==> config.mk <==
export PLATFORM = sky130hd
export DESIGN_NAME = host_port_interrupt_handshake
export DESIGN_NICKNAME = d
export VERILOG_FILES = /design/src/hdl/host_port_pkg.sv /design/src/hdl/byte_fifo.sv /design/src/hdl/host_port_interrupt_handshake.sv
export SDC_FILE = /design/constraint.sdc
export NUM_CORES = 1
export LEC_CHECK = 0
export BUFFER_PORTS_ARGS = -buffer_cell sky130_fd_sc_hd__buf_2
export CELL_PAD_IN_SITES_DETAIL_PLACEMENT = 2
export CELL_PAD_IN_SITES_GLOBAL_PLACEMENT = 2
export CORE_MARGIN = 4
export CORE_UTILIZATION = 45
export DETAILED_ROUTE_END_ITERATION = 8
export GPL_ROUTABILITY_DRIVEN = 0
export GPL_TIMING_DRIVEN = 1
export PLACE_DENSITY_LB_ADDON = 0.1
export SLEW_MARGIN = 40
export SYNTH_ARGS = -nofsm -noshare
export SYNTH_HDL_FRONTEND = slang
export SYNTH_SLANG_ARGS = --single-unit
==> constraint.sdc <==
create_clock -name sys_clk_i -period 6 [get_ports sys_clk_i]
set_input_delay 0.3 -clock sys_clk_i [delete_from_list [all_inputs] [get_ports sys_clk_i]]
set_output_delay 0.3 -clock sys_clk_i [all_outputs]
set_load 0.05 [all_outputs]
==> src/hdl/host_port_pkg.sv <==
// constants and carrier types of the host byte port
package host_port_pkg;
    // control word bit positions
    localparam int CTL_CMD_FLAG    = 8;
    localparam int CTL_RSVD9       = 9;
    localparam int CTL_IV_IRQ_EN   = 10;
    localparam int CTL_MASTER_RST  = 11;
    localparam int CTL_FS_IRQ_EN   = 12;
    localparam int CTL_WR_IRQ_EN   = 13;
    localparam int CTL_RSVD14      = 14;
    localparam int CTL_GLOBAL_EN   = 15;
    localparam int CTL_LAST_DATA   = 7;
    // status word bit positions
    localparam int STS_KIND        = 8;
    localparam int STS_RESTART     = 9;
    localparam int STS_INPUT_VALID = 10;
    localparam int STS_RESET_PROG  = 11;
    localparam int STS_FIFO_SPACE  = 12;
    localparam int STS_WRITE_READY = 13;
    localparam int STS_POLL        = 14;
    localparam int STS_SUMMARY     = 15;
    // reset values and counts
    localparam logic [15:0] CTL_RESET      = 16'h0000;
    localparam logic [7:0]  BYTE_RESET     = 8'h00;
    localparam logic [2:0]  CMD_BLOCK_LEN  = 3'h5;
    localparam logic [2:0]  REPORT_LEN     = 3'h6;
    localparam int          FIFO_DEPTH     = 32;
    // one byte from the host on its way to the microprocessor
    typedef struct packed {
        logic       cmd;          // byte belongs to a command block
        logic       block_start;  // first byte of a command block
        logic [7:0] data;
    } host_byte_type;
    // one byte from the microprocessor for the host
    typedef struct packed {
        logic       kind;         // completion status, not data
        logic       restart;      // receive restart report
        logic [7:0] data;
    } fw_byte_type;
endpackage : host_port_pkg

==> src/hdl/byte_fifo.sv <==
// synchronous fifo with valid/ready on both sides
`timescale 1ns/1ps
module byte_fifo #(
    parameter int WIDTH = 10,
    parameter int DEPTH = 32
) (
    input  wire logic             sys_clk_i,
    input  wire logic             rst_i,
    input  wire logic             ce_i,
    input  wire logic             in_valid_i,
    output logic                  in_ready_o,
    input  wire logic [WIDTH-1:0] in_data_i,
    output logic                  out_valid_o,
    input  wire logic             out_ready_i,
    output logic      [WIDTH-1:0] out_data_o
);
    localparam int AW = $clog2(DEPTH);

    // pointers wrap by power-of-two arithmetic only
    if (DEPTH < 2 || (1 << AW) != DEPTH || WIDTH < 1) begin : g_bad_size
        $error("byte_fifo: DEPTH must be a power of two >= 2");
    end

    logic [WIDTH-1:0] mem [DEPTH];
    logic [AW:0]      wr_ptr;
    logic [AW:0]      rd_ptr;
    logic             full;
    logic             empty;
    logic             push;
    logic             pop;

    // honest flags from the extra wrap bit
    assign empty = (wr_ptr == rd_ptr);
    assign full  = (wr_ptr[AW] != rd_ptr[AW]) &&
                   (wr_ptr[AW-1:0] == rd_ptr[AW-1:0]);
    assign in_ready_o  = !full;
    assign out_valid_o = !empty;
    assign push = ce_i && in_valid_i && !full;
    assign pop  = ce_i && out_ready_i && !empty;
    assign out_data_o = mem[rd_ptr[AW-1:0]];

    // storage has no reset, only the pointers do
    always_ff @(posedge sys_clk_i) begin
        if (push) begin
            mem[wr_ptr[AW-1:0]] <= in_data_i;
        end
    end

    // pointer update
    always_ff @(posedge sys_clk_i) begin
        if (rst_i) begin
            wr_ptr <= '0;
            rd_ptr <= '0;
        end else begin
            if (push) begin
                wr_ptr <= wr_ptr + 1'b1;
            end
            if (pop) begin
                rd_ptr <= rd_ptr + 1'b1;
            end
        end
    end
endmodule : byte_fifo

==> src/hdl/host_port_interrupt_handshake.sv <==
// host byte port: control/status words, byte handshake, interrupt
`timescale 1ns/1ps
module host_port_interrupt_handshake #(
    parameter int FIFO_DEPTH = host_port_pkg::FIFO_DEPTH
) (
    input  wire logic                        sys_clk_i,
    input  wire logic                        rst_i,
    input  wire logic                        ce_i,
    // bit-addressable host bus
    input  wire logic                        bit_wr_i,
    input  wire logic [3:0]                  bit_addr_i,
    input  wire logic                        bit_wdata_i,
    output logic                             bit_rdata_o,
    output logic [15:0]                      status_word_o,
    output logic                             host_irq_o,
    // microprocessor side: bytes from the host
    output logic                             fw_rx_valid_o,
    input  wire logic                        fw_rx_ready_i,
    output host_port_pkg::host_byte_type     fw_rx_byte_o,
    // microprocessor side: bytes for the host
    input  wire logic                        fw_load_i,
    input  wire host_port_pkg::fw_byte_type  fw_tx_byte_i,
    input  wire logic                        fw_restart_clear_i,
    output logic                             fw_host_busy_o,
    input  wire logic                        fw_fifo_space_i,
    output logic                             fw_master_reset_o,
    input  wire logic                        fw_reset_done_i,
    input  wire logic                        fw_selftest_pass_i
);
    logic [15:0] control;
    logic [15:0] status;
    logic        write_ready;
    logic        input_valid_flag;
    logic        status_kind_flag;
    logic        restart_flag;
    logic        reset_in_progress_flag;
    logic        fifo_space_flag;
    logic        interrupt_pending_summary;
    logic        poll_flag;
    logic        poll_prev;
    logic [7:0]  host_data;
    logic [2:0]  report_left;
    logic [2:0]  block_left;
    logic        hold_valid;
    logic        hold_ready;
    logic        wr_en;
    logic        take;
    logic        byte_write;
    host_port_pkg::host_byte_type hold_byte;

    // a single-bit write strobe, gated by the clock enable
    function automatic logic hit(input logic [3:0] a, input int pos);
        return bit_wr_i && ce_i && (a == 4'(pos));
    endfunction : hit

    assign wr_en      = bit_wr_i && ce_i;
    assign byte_write = hit(bit_addr_i, host_port_pkg::CTL_LAST_DATA);
    assign take       = ce_i && hold_valid && hold_ready;

    // control word, written bit by bit; reserved bits held at zero
    always_ff @(posedge sys_clk_i) begin
        if (rst_i) begin
            control <= host_port_pkg::CTL_RESET;
        end else if (wr_en) begin
            control[bit_addr_i] <= bit_wdata_i;
            if (bit_addr_i == 4'(host_port_pkg::CTL_RSVD14) ||
                bit_addr_i == 4'(host_port_pkg::CTL_RSVD9)) begin
                control[bit_addr_i] <= 1'b0;
            end
        end
    end

    // writing bit 7 closes the data byte and hands it over
    always_ff @(posedge sys_clk_i) begin
        if (rst_i) begin
            hold_valid <= 1'b0;
            hold_byte  <= '0;
            block_left <= '0;
        end else if (byte_write) begin
            hold_valid          <= 1'b1;
            hold_byte.data      <= {bit_wdata_i, control[6:0]};
            hold_byte.cmd       <= control[host_port_pkg::CTL_CMD_FLAG] ||
                                   (block_left != 3'h0);
            hold_byte.block_start <= control[host_port_pkg::CTL_CMD_FLAG];
            // a flagged byte opens a block; the rest need no flag
            if (control[host_port_pkg::CTL_CMD_FLAG]) begin
                block_left <= host_port_pkg::CMD_BLOCK_LEN - 3'h1;
            end else if (block_left != 3'h0) begin
                block_left <= block_left - 3'h1;
            end
        end else if (take) begin
            hold_valid <= 1'b0;
        end
    end

    // write-ready: cleared by the host byte, set once the byte is taken
    // a new byte in the same cycle as a take keeps it clear
    always_ff @(posedge sys_clk_i) begin
        if (rst_i) begin
            write_ready <= 1'b0;
        end else if (ce_i) begin
            if (byte_write) begin
                write_ready <= 1'b0;
            end else if (take) begin
                write_ready <= 1'b1;
            end else if (fw_reset_done_i && fw_selftest_pass_i) begin
                write_ready <= !hold_valid;
            end
        end
    end

    // no gating on fifo space: commands still flow while it is full
    byte_fifo #(
        .WIDTH ($bits(host_port_pkg::host_byte_type)),
        .DEPTH (FIFO_DEPTH)
    ) rx_fifo (
        .sys_clk_i   (sys_clk_i),
        .rst_i       (rst_i),
        .ce_i        (ce_i),
        .in_valid_i  (hold_valid),
        .in_ready_o  (hold_ready),
        .in_data_i   (hold_byte),
        .out_valid_o (fw_rx_valid_o),
        .out_ready_i (fw_rx_ready_i),
        .out_data_o  (fw_rx_byte_o)
    );

    // input-valid: a load sets it; any write to its enable clears it, except in a cycle with a load, which wins
    always_ff @(posedge sys_clk_i) begin
        if (rst_i) begin
            input_valid_flag <= 1'b0;
        end else if (fw_load_i && ce_i) begin
            input_valid_flag <= 1'b1;
        end else if (hit(bit_addr_i, host_port_pkg::CTL_IV_IRQ_EN)) begin
            input_valid_flag <= 1'b0;
        end
    end

    // low byte and status-kind; only the first report byte is marked
    always_ff @(posedge sys_clk_i) begin
        if (rst_i) begin
            host_data        <= host_port_pkg::BYTE_RESET;
            status_kind_flag <= 1'b0;
            report_left      <= '0;
        end else if (fw_load_i && ce_i) begin
            host_data <= fw_tx_byte_i.data;
            if (report_left != 3'h0) begin
                status_kind_flag <= 1'b0;
                report_left      <= report_left - 3'h1;
            end else begin
                status_kind_flag <= fw_tx_byte_i.kind;
                if (fw_tx_byte_i.kind && !fw_tx_byte_i.restart) begin
                    report_left <= host_port_pkg::REPORT_LEN - 3'h1;
                end
            end
        end
    end

    // restart report sets its bit; clearing waits for input-valid low
    always_ff @(posedge sys_clk_i) begin
        if (rst_i) begin
            restart_flag <= 1'b0;
        end else if (ce_i) begin
            if (fw_load_i && fw_tx_byte_i.restart) begin
                restart_flag <= 1'b1;
            end else if (fw_restart_clear_i && !input_valid_flag) begin
                restart_flag <= 1'b0;
            end
        end
    end

    // reset in progress: set at power-up and by the host request
    always_ff @(posedge sys_clk_i) begin
        if (rst_i) begin
            reset_in_progress_flag <= 1'b1;
            fw_master_reset_o      <= 1'b0;
        end else if (ce_i) begin
            fw_master_reset_o <= 1'b0;
            if (hit(bit_addr_i, host_port_pkg::CTL_MASTER_RST) &&
                bit_wdata_i) begin
                reset_in_progress_flag <= 1'b1;
                fw_master_reset_o      <= 1'b1;
            end else if (fw_reset_done_i && fw_selftest_pass_i) begin
                reset_in_progress_flag <= 1'b0;
            end
        end
    end

    // fifo space comes from firmware on the same clock
    always_ff @(posedge sys_clk_i) begin
        if (rst_i) begin
            fifo_space_flag <= 1'b0;
        end else if (ce_i) begin
            fifo_space_flag <= fw_fifo_space_i;
        end
    end

    // poll flag from the three enable/condition pairs
    assign poll_flag =
        (control[host_port_pkg::CTL_WR_IRQ_EN] && write_ready) ||
        (control[host_port_pkg::CTL_FS_IRQ_EN] && write_ready &&
         fifo_space_flag) ||
        (control[host_port_pkg::CTL_IV_IRQ_EN] && input_valid_flag);

    // summary is a registered level; a poll edge is caught with it
    always_ff @(posedge sys_clk_i) begin
        if (rst_i) begin
            interrupt_pending_summary <= 1'b0;
            poll_prev                 <= 1'b0;
        end else if (ce_i) begin
            poll_prev <= poll_flag;
            interrupt_pending_summary <=
                control[host_port_pkg::CTL_GLOBAL_EN] && poll_flag;
        end
    end

    assign host_irq_o = interrupt_pending_summary;

    // assembled status word
    always_comb begin
        status = {interrupt_pending_summary, poll_flag, write_ready,
                  fifo_space_flag, reset_in_progress_flag,
                  input_valid_flag, restart_flag, status_kind_flag,
                  host_data};
    end

    // read data are registered so the host sees a stable word
    always_ff @(posedge sys_clk_i) begin
        if (rst_i) begin
            status_word_o <= '0;
            bit_rdata_o   <= 1'b0;
        end else if (ce_i) begin
            status_word_o <= status;
            bit_rdata_o   <= status[bit_addr_i];
        end
    end

    assign fw_host_busy_o = input_valid_flag;

    a_rst_ctl14: assert property (@(posedge sys_clk_i)
        rst_i |=> control[host_port_pkg::CTL_RSVD14] == 1'b0)
        else $error("reserved control bit not cleared");
    a_irq_needs_all: assert property (@(posedge sys_clk_i)
        disable iff (rst_i) host_irq_o |->
        $past(control[host_port_pkg::CTL_GLOBAL_EN]) && $past(poll_flag))
        else $error("interrupt without enable and condition");
    a_poll_to_irq: assert property (@(posedge sys_clk_i)
        disable iff (rst_i) ce_i && poll_flag && !poll_prev &&
        control[host_port_pkg::CTL_GLOBAL_EN] |=> host_irq_o &&
        status[host_port_pkg::STS_SUMMARY])
        else $error("rising poll flag did not interrupt");
    a_wr_ready_irq: assert property (@(posedge sys_clk_i)
        disable iff (rst_i) ce_i && write_ready &&
        control[host_port_pkg::CTL_WR_IRQ_EN] &&
        control[host_port_pkg::CTL_GLOBAL_EN] |=> host_irq_o)
        else $error("write-ready did not interrupt");
    a_iv_irq: assert property (@(posedge sys_clk_i)
        disable iff (rst_i) ce_i && input_valid_flag &&
        control[host_port_pkg::CTL_IV_IRQ_EN] &&
        control[host_port_pkg::CTL_GLOBAL_EN] |=> host_irq_o)
        else $error("input-valid did not interrupt");
    a_load_sets_iv: assert property (@(posedge sys_clk_i)
        disable iff (rst_i) ce_i && fw_load_i |=> input_valid_flag)
        else $error("load did not set input-valid");
    a_iv_write_clr: assert property (@(posedge sys_clk_i)
        disable iff (rst_i) hit(bit_addr_i, host_port_pkg::CTL_IV_IRQ_EN)
        && !fw_load_i |=> !input_valid_flag)
        else $error("enable write did not clear input-valid");
    a_restart_hold: assert property (@(posedge sys_clk_i)
        disable iff (rst_i) restart_flag && input_valid_flag |=>
        restart_flag)
        else $error("restart cleared while input-valid set");
    a_restart_set: assert property (@(posedge sys_clk_i)
        disable iff (rst_i) ce_i && fw_load_i && fw_tx_byte_i.restart &&
        fw_tx_byte_i.kind && report_left == 3'h0 |=> restart_flag &&
        status_kind_flag && input_valid_flag)
        else $error("restart report incomplete");
    a_byte_clr_wr: assert property (@(posedge sys_clk_i)
        disable iff (rst_i) byte_write |=> !write_ready && hold_valid)
        else $error("data byte write did not clear write-ready");
    a_rip_fail: assert property (@(posedge sys_clk_i)
        disable iff (rst_i) reset_in_progress_flag &&
        !fw_selftest_pass_i |=> reset_in_progress_flag)
        else $error("reset-in-progress cleared on failed self-test");
    a_space_flag: assert property (@(posedge sys_clk_i)
        disable iff (rst_i) ce_i |=>
        fifo_space_flag == $past(fw_fifo_space_i))
        else $error("fifo-space bit does not follow fifo");
    a_report_kind: assert property (@(posedge sys_clk_i)
        disable iff (rst_i) ce_i && fw_load_i && report_left != 3'h0
        |=> !status_kind_flag)
        else $error("status-kind set inside a report");
endmodule : host_port_interrupt_handshake

==> summary.txt, run 1 <==
fin nets - 1018
clock-pin slew on the worst setup and hold paths - 60 ps
GRT overflow - 0
pwr/cell area - 327 nW/um^2
number of buffers added by the clock tree synthesis step - 44
worst path arrival time - 3540 ps
die span in x - 194 um
Internal Dissipation - 4.58 mW
worst hold margin - 27.7 ps
total clock sinks - 399
commonest cells after routing, fill and taps aside - sky130_fd_sc_hd__edfxtp_1 (320), sky130_fd_sc_hd__mux4_2 (82), sky130_fd_sc_hd__dfxtp_1 (71), sky130_fd_sc_hd__nand2_1 (61), sky130_fd_sc_hd__buf_2 (55)
minimum setup slack after placement - 2580 ps
count of max-cap constraint violations - 0
CTS tree - built
combinational family with the most area after synthesis - multiplexers
crit path capture type - output port
fraction of the mapped netlist area in compound gates - 4.27%
maximum number of pins on one net before global-route repair - 80
via density per instance - 6.15
slowest cell delay on critical path - 770 ps
reg2reg start - rx_fifo.wr_ptr[3]
Min-Delay Startpoint - fw_tx_byte_i[6]
post-synth design cell area - 15500 um^2
worst setup path category - flip-flop to output port
Crit-path slowest cell - sky130_fd_sc_hd__dfxtp_4
internal reg-to-reg setup slack - 2980 ps
initial antenna violation count - 3
normalized max-slew margin - 42.3%
simple-gate portion of the synthesized area - 6.80%
worst hold path cell count - 3
Top FF cell, synth - sky130_fd_sc_hd__edfxtp_1
portion of total power attributed to sequential cells - 51.0%
transition time at the pin with the least slew margin - 865 ps
switching power as a share of total power - 21.2%
Cell Chain, Critical Path - buf_4 -> mux4_2 -> o22ai_1 -> nor4_1 -> buf_2
first-iteration detailed-routing DRC count - 719
syn nets - 948
largest voltage drop on the vdd net - 0.000259 V
Routed Wire Length - 48900 um
cell type with the highest aggregate area in the netlist - sky130_fd_sc_hd__edfxtp_1
layout cells sized above 1 - 26.3%
unrepaired setup endpoints after global routing - false
status - finished clean
share of synthesized area spent on multiplexers - 14.0%
EDFF count, synth - 320
Placement Rows - 67
Seq/Total Area, Yosys - 72.0%
Core ar. - 33800 um^2
Synth Area per Inst - 17.0 um^2
number of setup violations in the final report - 0
fraction of synthesis flops using an asynchronous set or reset pin - 0%
vias in the first global route - 10100
die outline height - 194 um
post-layout minimum cycle time - 3840 ps
Fmax - 260 MHz
DRC violations left - 0
main area contributors after synthesis - sky130_fd_sc_hd__edfxtp_1 (62%), sky130_fd_sc_hd__mux4_2 (12%), sky130_fd_sc_hd__dfxtp_1 (10%)
flip-flop and latch count after synthesis - 399
floorplan die area - 37600 um^2
end of the worst register-to-register path - rx_fifo.mem[16][3]
YS warnings - 0
Slew Limit Fails - 0
combinational share of power - 1.9%
number of vias in the routed layout - 9015
post-route setup slack - 2160 ps
Initial Util - 46.0%
Ant. Diodes - 0
GRT Resource Usage Total - 25.9%
clock tree buffer depth - 3
area grow syn2layout - 14.6%
wire per inst - 33.4 um
xor/xnor share of the synthesized area - 0.564%
post-synth top area share - 61.9%
post-route setup TNS - 0 ps
number of distinct standard cells referenced by the synthesized netlist - 55
switching component of the power - 1.23 mW
FF-to-FF path depth - 5
Clk pwr share - 47.0%
type of the tightest min-delay check - primary input to flip-flop
CTS Root Cell - sky130_fd_sc_hd__clkbuf_16
Crit Path Max Fanout - 44
kind of start point of the critical path - flip-flop
Clock Skew - 43.4 ps
latest clock arrival within the worst-skew pair - 590 ps
Port Buf Inserts - 55
final hold violation count - 0
IO Pins - 56
end of the worst hold path - host_data[6]
worst path required time - 5700 ps
final worst-path cycle share - 64.1%
Routed Antenna Nets - 0
wire length of the first global-routing pass - 71800 um
post-route standard cell area excluding fillers - 17800 um^2
cell area reported after detailed placement - 16300 um^2
DPL Wire Length - 28800 um
synthesized-area fraction occupied by adder cells - 0.564%
leak pwr - 6.29 nW
Mapped Cells - 916
post-CTS repair timing setup buffer count - 0
Initial DRT Pass Iterations - 5
commonest non-fill, non-tap cell in the layout - sky130_fd_sc_hd__edfxtp_1
CTS H-tree depth - 2
==> layer usage <==
metal,GRT usage [%],vias up,part of all wire (%)
met3,6.03,109,6.8
met5,0,-,0.053
met2,42.1,368,48
li1,-,3748,-
met1,33.6,4786,40
met4,11.5,4,4.4
==> cell usage after synthesis (all sizes together), types with 7 or more instances <==
| cell | instances |
|---|---|
| inv | 7 |
| clkbuf | 21 |
| o22ai | 41 |
| o21ai | 8 |
| dfxtp | 79 |
| ha | 7 |
| nand3b | 9 |
| a21oi | 40 |
| edfxtp | 320 |
| nand2 | 61 |
| mux4 | 82 |
| mux2i | 28 |
| nor2 | 84 |
| nand3 | 11 |
| nor4 | 12 |
| nor3 | 10 |
| buf | 27 |
| xnor2 | 7 |
==> stage by stage <==
step	utilization [%]	cells	total power, mW
after global routing	52.7	1465	5.99
after global placement	48.0	1381	3.13
after floorplan	-	916	3.10
final	52.7	1465	5.82
after detailed placement	48.2	1382	3.14
after CTS	52.6	1465	5.86
==> worst max-delay path by stage <==
| stage | slack (ps) | startpoint | endpoint | depth (start not counted) |
|---|---|---|---|---|
| finish | 2160 | flip-flop | fw_rx_byte_o[0] | 5 |
| CTS | 2160 | flip-flop | fw_rx_byte_o[0] | 6 |
| global placement | 2760 | flip-flop | fw_rx_byte_o[0] | 5 |
| global route | 2040 | flip-flop | fw_rx_byte_o[0] | 6 |
| detailed placement | 2580 | ce_i | rx_fifo.mem[16][1] | 6 |
| floorplan | 3120 | flip-flop | fw_rx_byte_o[8] | 5 |
==> power by group through the flow <==
stage | sequential (mW) | combinational, mW | clock [mW]
after detailed placement | 3.03 | 0.110 | 0
after CTS | 2.97 | 0.114 | 2.78
after global routing | 2.97 | 0.125 | 2.90
after floorplan | 3.04 | 0.0627 | 0
final | 2.97 | 0.113 | 2.74
after global placement | 3.03 | 0.103 | 0
==> state kept, by name, summed over array words and instances, names as in the netlist, 3 cells and up, named ones only <==
| name | count |
|---|---|
| block_left | 3 |
| control | 12 |
| hold_byte | 10 |
| host_data | 8 |
| report_left | 3 |
| rx_fifo.mem | 320 |
| rx_fifo.rd_ptr | 6 |
| rx_fifo.wr_ptr | 6 |
| status_word_o | 16 |
==> critical path, delay by kind of cell, from the launching register on <==
| family | cells | cell delay, ps |
|---|---|---|
| DFF | 1 | 770 |
| AOI/OAI and AO/OA | 1 | 160 |
| and+or+nand+nor | 1 | 660 |
| muxes | 1 | 340 |
| buffers and inverters | 2 | 990 |
==> kinds of logic after synthesis <==
logic type               count (synthesis)
multiplexers                           114
XOR/XNOR                                10
adder cells (fa/ha/maj)                  7
AO/OA/AOI/OAI                          106
flip-flops                             399
AND/OR/NAND/NOR                        225
buffers and inverters                   55
==> repair_timing <==
| action | 4_1_cts | 5_1_grt |
|---|---|---|
| endpoints found under the hold margin | 6 | 0 |
| hold buffers | 6 | 0 |
| gates resized for setup | 0 | 0 |
==> cell type report <==
type | count | area, um^2
fillers | 2997 | 16000
flip-flops and latches | 399 | 11200
multi-input cells | 462 | 4160
clock buffers | 56 | 1210
well taps | 448 | 561
repair buffers | 72 | 434
clock inverters | 21 | 204
inverters | 7 | 26.3
Note: power is estimated with default switching activity, not from simulation.
==> inputs of run 2 (changes only) <==
Clock period 6 ns to 3.8 ns, I/O delays scaled along.
==> summary.txt, run 2 (synthesized netlist as in run 1, its figures left out) <==
layout cells sized above 1 - 25.8% (-0.46 points)
wire per inst - 32.8 um (-1.6%)
post-CTS repair timing setup buffer count - 0 (unchanged)
final hold violation count - 0 (unchanged)
vias in the first global route - 9813 (-2.6%)
pwr/cell area - 504 nW/um^2 (+54%)
transition time at the pin with the least slew margin - 777 ps (-88.3 ps)
worst path arrival time - 2970 ps (-570 ps)
commonest cells after routing, fill and taps aside - sky130_fd_sc_hd__edfxtp_1 (320), sky130_fd_sc_hd__mux4_2 (82), sky130_fd_sc_hd__dfxtp_1 (77), sky130_fd_sc_hd__nor2_1 (64), sky130_fd_sc_hd__nand2_1 (61)
largest voltage drop on the vdd net - 0.000313 V (+21%)
post-layout minimum cycle time - 3160 ps
CTS tree - built
status - finished clean
count of max-cap constraint violations - 0 (unchanged)
Crit Path Max Fanout - 30 (-32%)
Slew Limit Fails - 0 (unchanged)
floorplan die area - 37600 um^2 (unchanged)
CTS Root Cell - sky130_fd_sc_hd__clkbuf_16
commonest non-fill, non-tap cell in the layout - sky130_fd_sc_hd__edfxtp_1
die span in x - 194 um (unchanged)
final worst-path cycle share - 83.2%
clock tree buffer depth - 3 (unchanged)
switching component of the power - 1.92 mW (+55%)
Routed Antenna Nets - 0 (unchanged)
register area - 11200 um^2 (about the same)
Initial Util - 46.0% (unchanged)
Initial DRT Pass Iterations - 7 (+2)
worst path required time - 3610 ps (-2090 ps)
cells resized by post-CTS repair - 0 (unchanged)
GRT Resource Usage Total - 25.9% (-0.049 points)
portion of total power attributed to sequential cells - 51.8% (+0.8 points)
normalized max-slew margin - 48.0% (+5.8 points)
first-iteration detailed-routing DRC count - 966 (+34%)
number of buffers added by the clock tree synthesis step - 43 (-2.3%)
Largest register FFs - 320 (unchanged)
Placement Rows - 67 (unchanged)
Clk pwr share - 46.0% (-1.0 points)
hold buffer count at CTS - 12 (+6)
leak pwr - 6.46 nW (+2.8%)
wire length of the first global-routing pass - 71400 um (-0.45%)
area of the multi-input gates - 4130 um^2 (-0.78%)
DPL Wire Length - 29700 um (+3.1%)
number of vias in the routed layout - 9087 (+0.80%)
cell area reported after detailed placement - 16400 um^2 (+0.60%)
Core ar. - 33800 um^2 (unchanged)
combinational share of power - 2.1% (+0.2 points)
latest clock arrival within the worst-skew pair - 550 ps (-40 ps)
internal reg-to-reg setup slack - 810 ps (-2170 ps)
Internal Dissipation - 7.13 mW (+55%)
GRT overflow - 0 (unchanged)
via density per instance - 6.09 (-0.96%)
clock-pin slew on the worst setup and hold paths - 60 ps (about the same)
Fmax - 316 MHz
worst setup path category - flip-flop to output port
unrepaired setup endpoints after global routing - false
total clock sinks - 399 (unchanged)
post-route standard cell area excluding fillers - 17900 um^2 (+0.77%)
type of the tightest min-delay check - primary input to flip-flop
DRC violations left - 0 (unchanged)
Ant. Diodes - 0 (unchanged)
fin nets - 1041 (+2.3%)
power consumption - 9.04 mW (+55%)
maximum number of pins on one net before global-route repair - 36 (-55%)
area grow syn2layout - 15.5%
Port Buf Inserts - 55 (unchanged)
post-route setup TNS - 0 ps (unchanged)
die outline height - 194 um (unchanged)
IO Pins - 56 (unchanged)
crit path capture type - output port
kind of start point of the critical path - flip-flop
switching power as a share of total power - 21.2% (-0.023 points)
Clock Skew - 20.8 ps (-22.6 ps)
initial antenna violation count - 1 (-2)
number of setup violations in the final report - 0 (unchanged)
Filler Cell Count - 3005 (+0.27%)
Routed Wire Length - 49000 um (+0.10%)
CTS H-tree depth - 2 (unchanged)
[run 2: cell types whose count changed in the layout (fill, tap and decap cells not counted), moves of 3 or more]
cell                            before  now
sky130_fd_sc_hd__dfxtp_2             5    0
sky130_fd_sc_hd__nor2_1             53   64
sky130_fd_sc_hd__dfxtp_1            71   77
sky130_fd_sc_hd__nor2_2             30   20
sky130_fd_sc_hd__clkinv_2            5   10
sky130_fd_sc_hd__buf_4               9   26
sky130_fd_sc_hd__clkbuf_8            4    1
sky130_fd_sc_hd__dlygate4sd3_1       6   12
[run 2: routing by layer]
metal  wire (um)  track usage [%]  up-vias
met4        1110             6.22        0
met2       24900             44.3      399
met3        3110             4.99       67
met5           0                0        -
li1            -                -     3792
met1       19800             34.6     4829
[run 2: worst max-delay path, cell delays in order, from the launching register on]
cell                      delay (ps)
sky130_fd_sc_hd__dfxtp_4         680
sky130_fd_sc_hd__buf_12          320
sky130_fd_sc_hd__mux4_2          590
sky130_fd_sc_hd__o22ai_1         410
sky130_fd_sc_hd__nor4_1          140
sky130_fd_sc_hd__buf_2           250
[run 2: power by group through the flow]
stage / registers, mW / clock network, mW / logic (mW)
after floorplan: 4.80 / 0 / 0.0990
after global routing: 4.69 / 4.44 / 0.210
after global placement: 4.78 / 0 / 0.164
after CTS: 4.69 / 4.21 / 0.193
after detailed placement: 4.78 / 0 / 0.180
final: 4.69 / 4.16 / 0.193
[run 2: worst paths after layout]
| check | depth (start not counted) | endpoint | from |
|---|---|---|---|
| hold reg to reg | 2 | hold_byte[0] | control[0] |
| hold / removal | 4 | status_kind_flag | fw_tx_byte_i[9] |
| setup / recovery | 5 | fw_rx_byte_o[1] | flip-flop |
| setup reg to reg | 5 | rx_fifo.mem[9][0] | rx_fifo.wr_ptr[3] |
[run 2: layout make-up]
type | instances | share of cell area [%]
clock buffers | 54 | 6.52
clock inverters | 25 | 1.10
inverters | 7 | 0.146
multi-input cells | 462 | 23.0
flip-flops and latches | 399 | 62.4
well taps | 448 | 3.12
repair buffers | 96 | 3.67
[run 2: per-stage QoR]
stage,instances,hold WS [ps],setup slack [ps],utilization (%)
floorplan,916,326,1030,-
global placement,1399,428,934,48.4
detailed placement,1400,447,728,48.5
CTS,1491,36.4,564,52.9
global route,1491,54.1,544,53.1
finish,1491,37.2,640,53.1
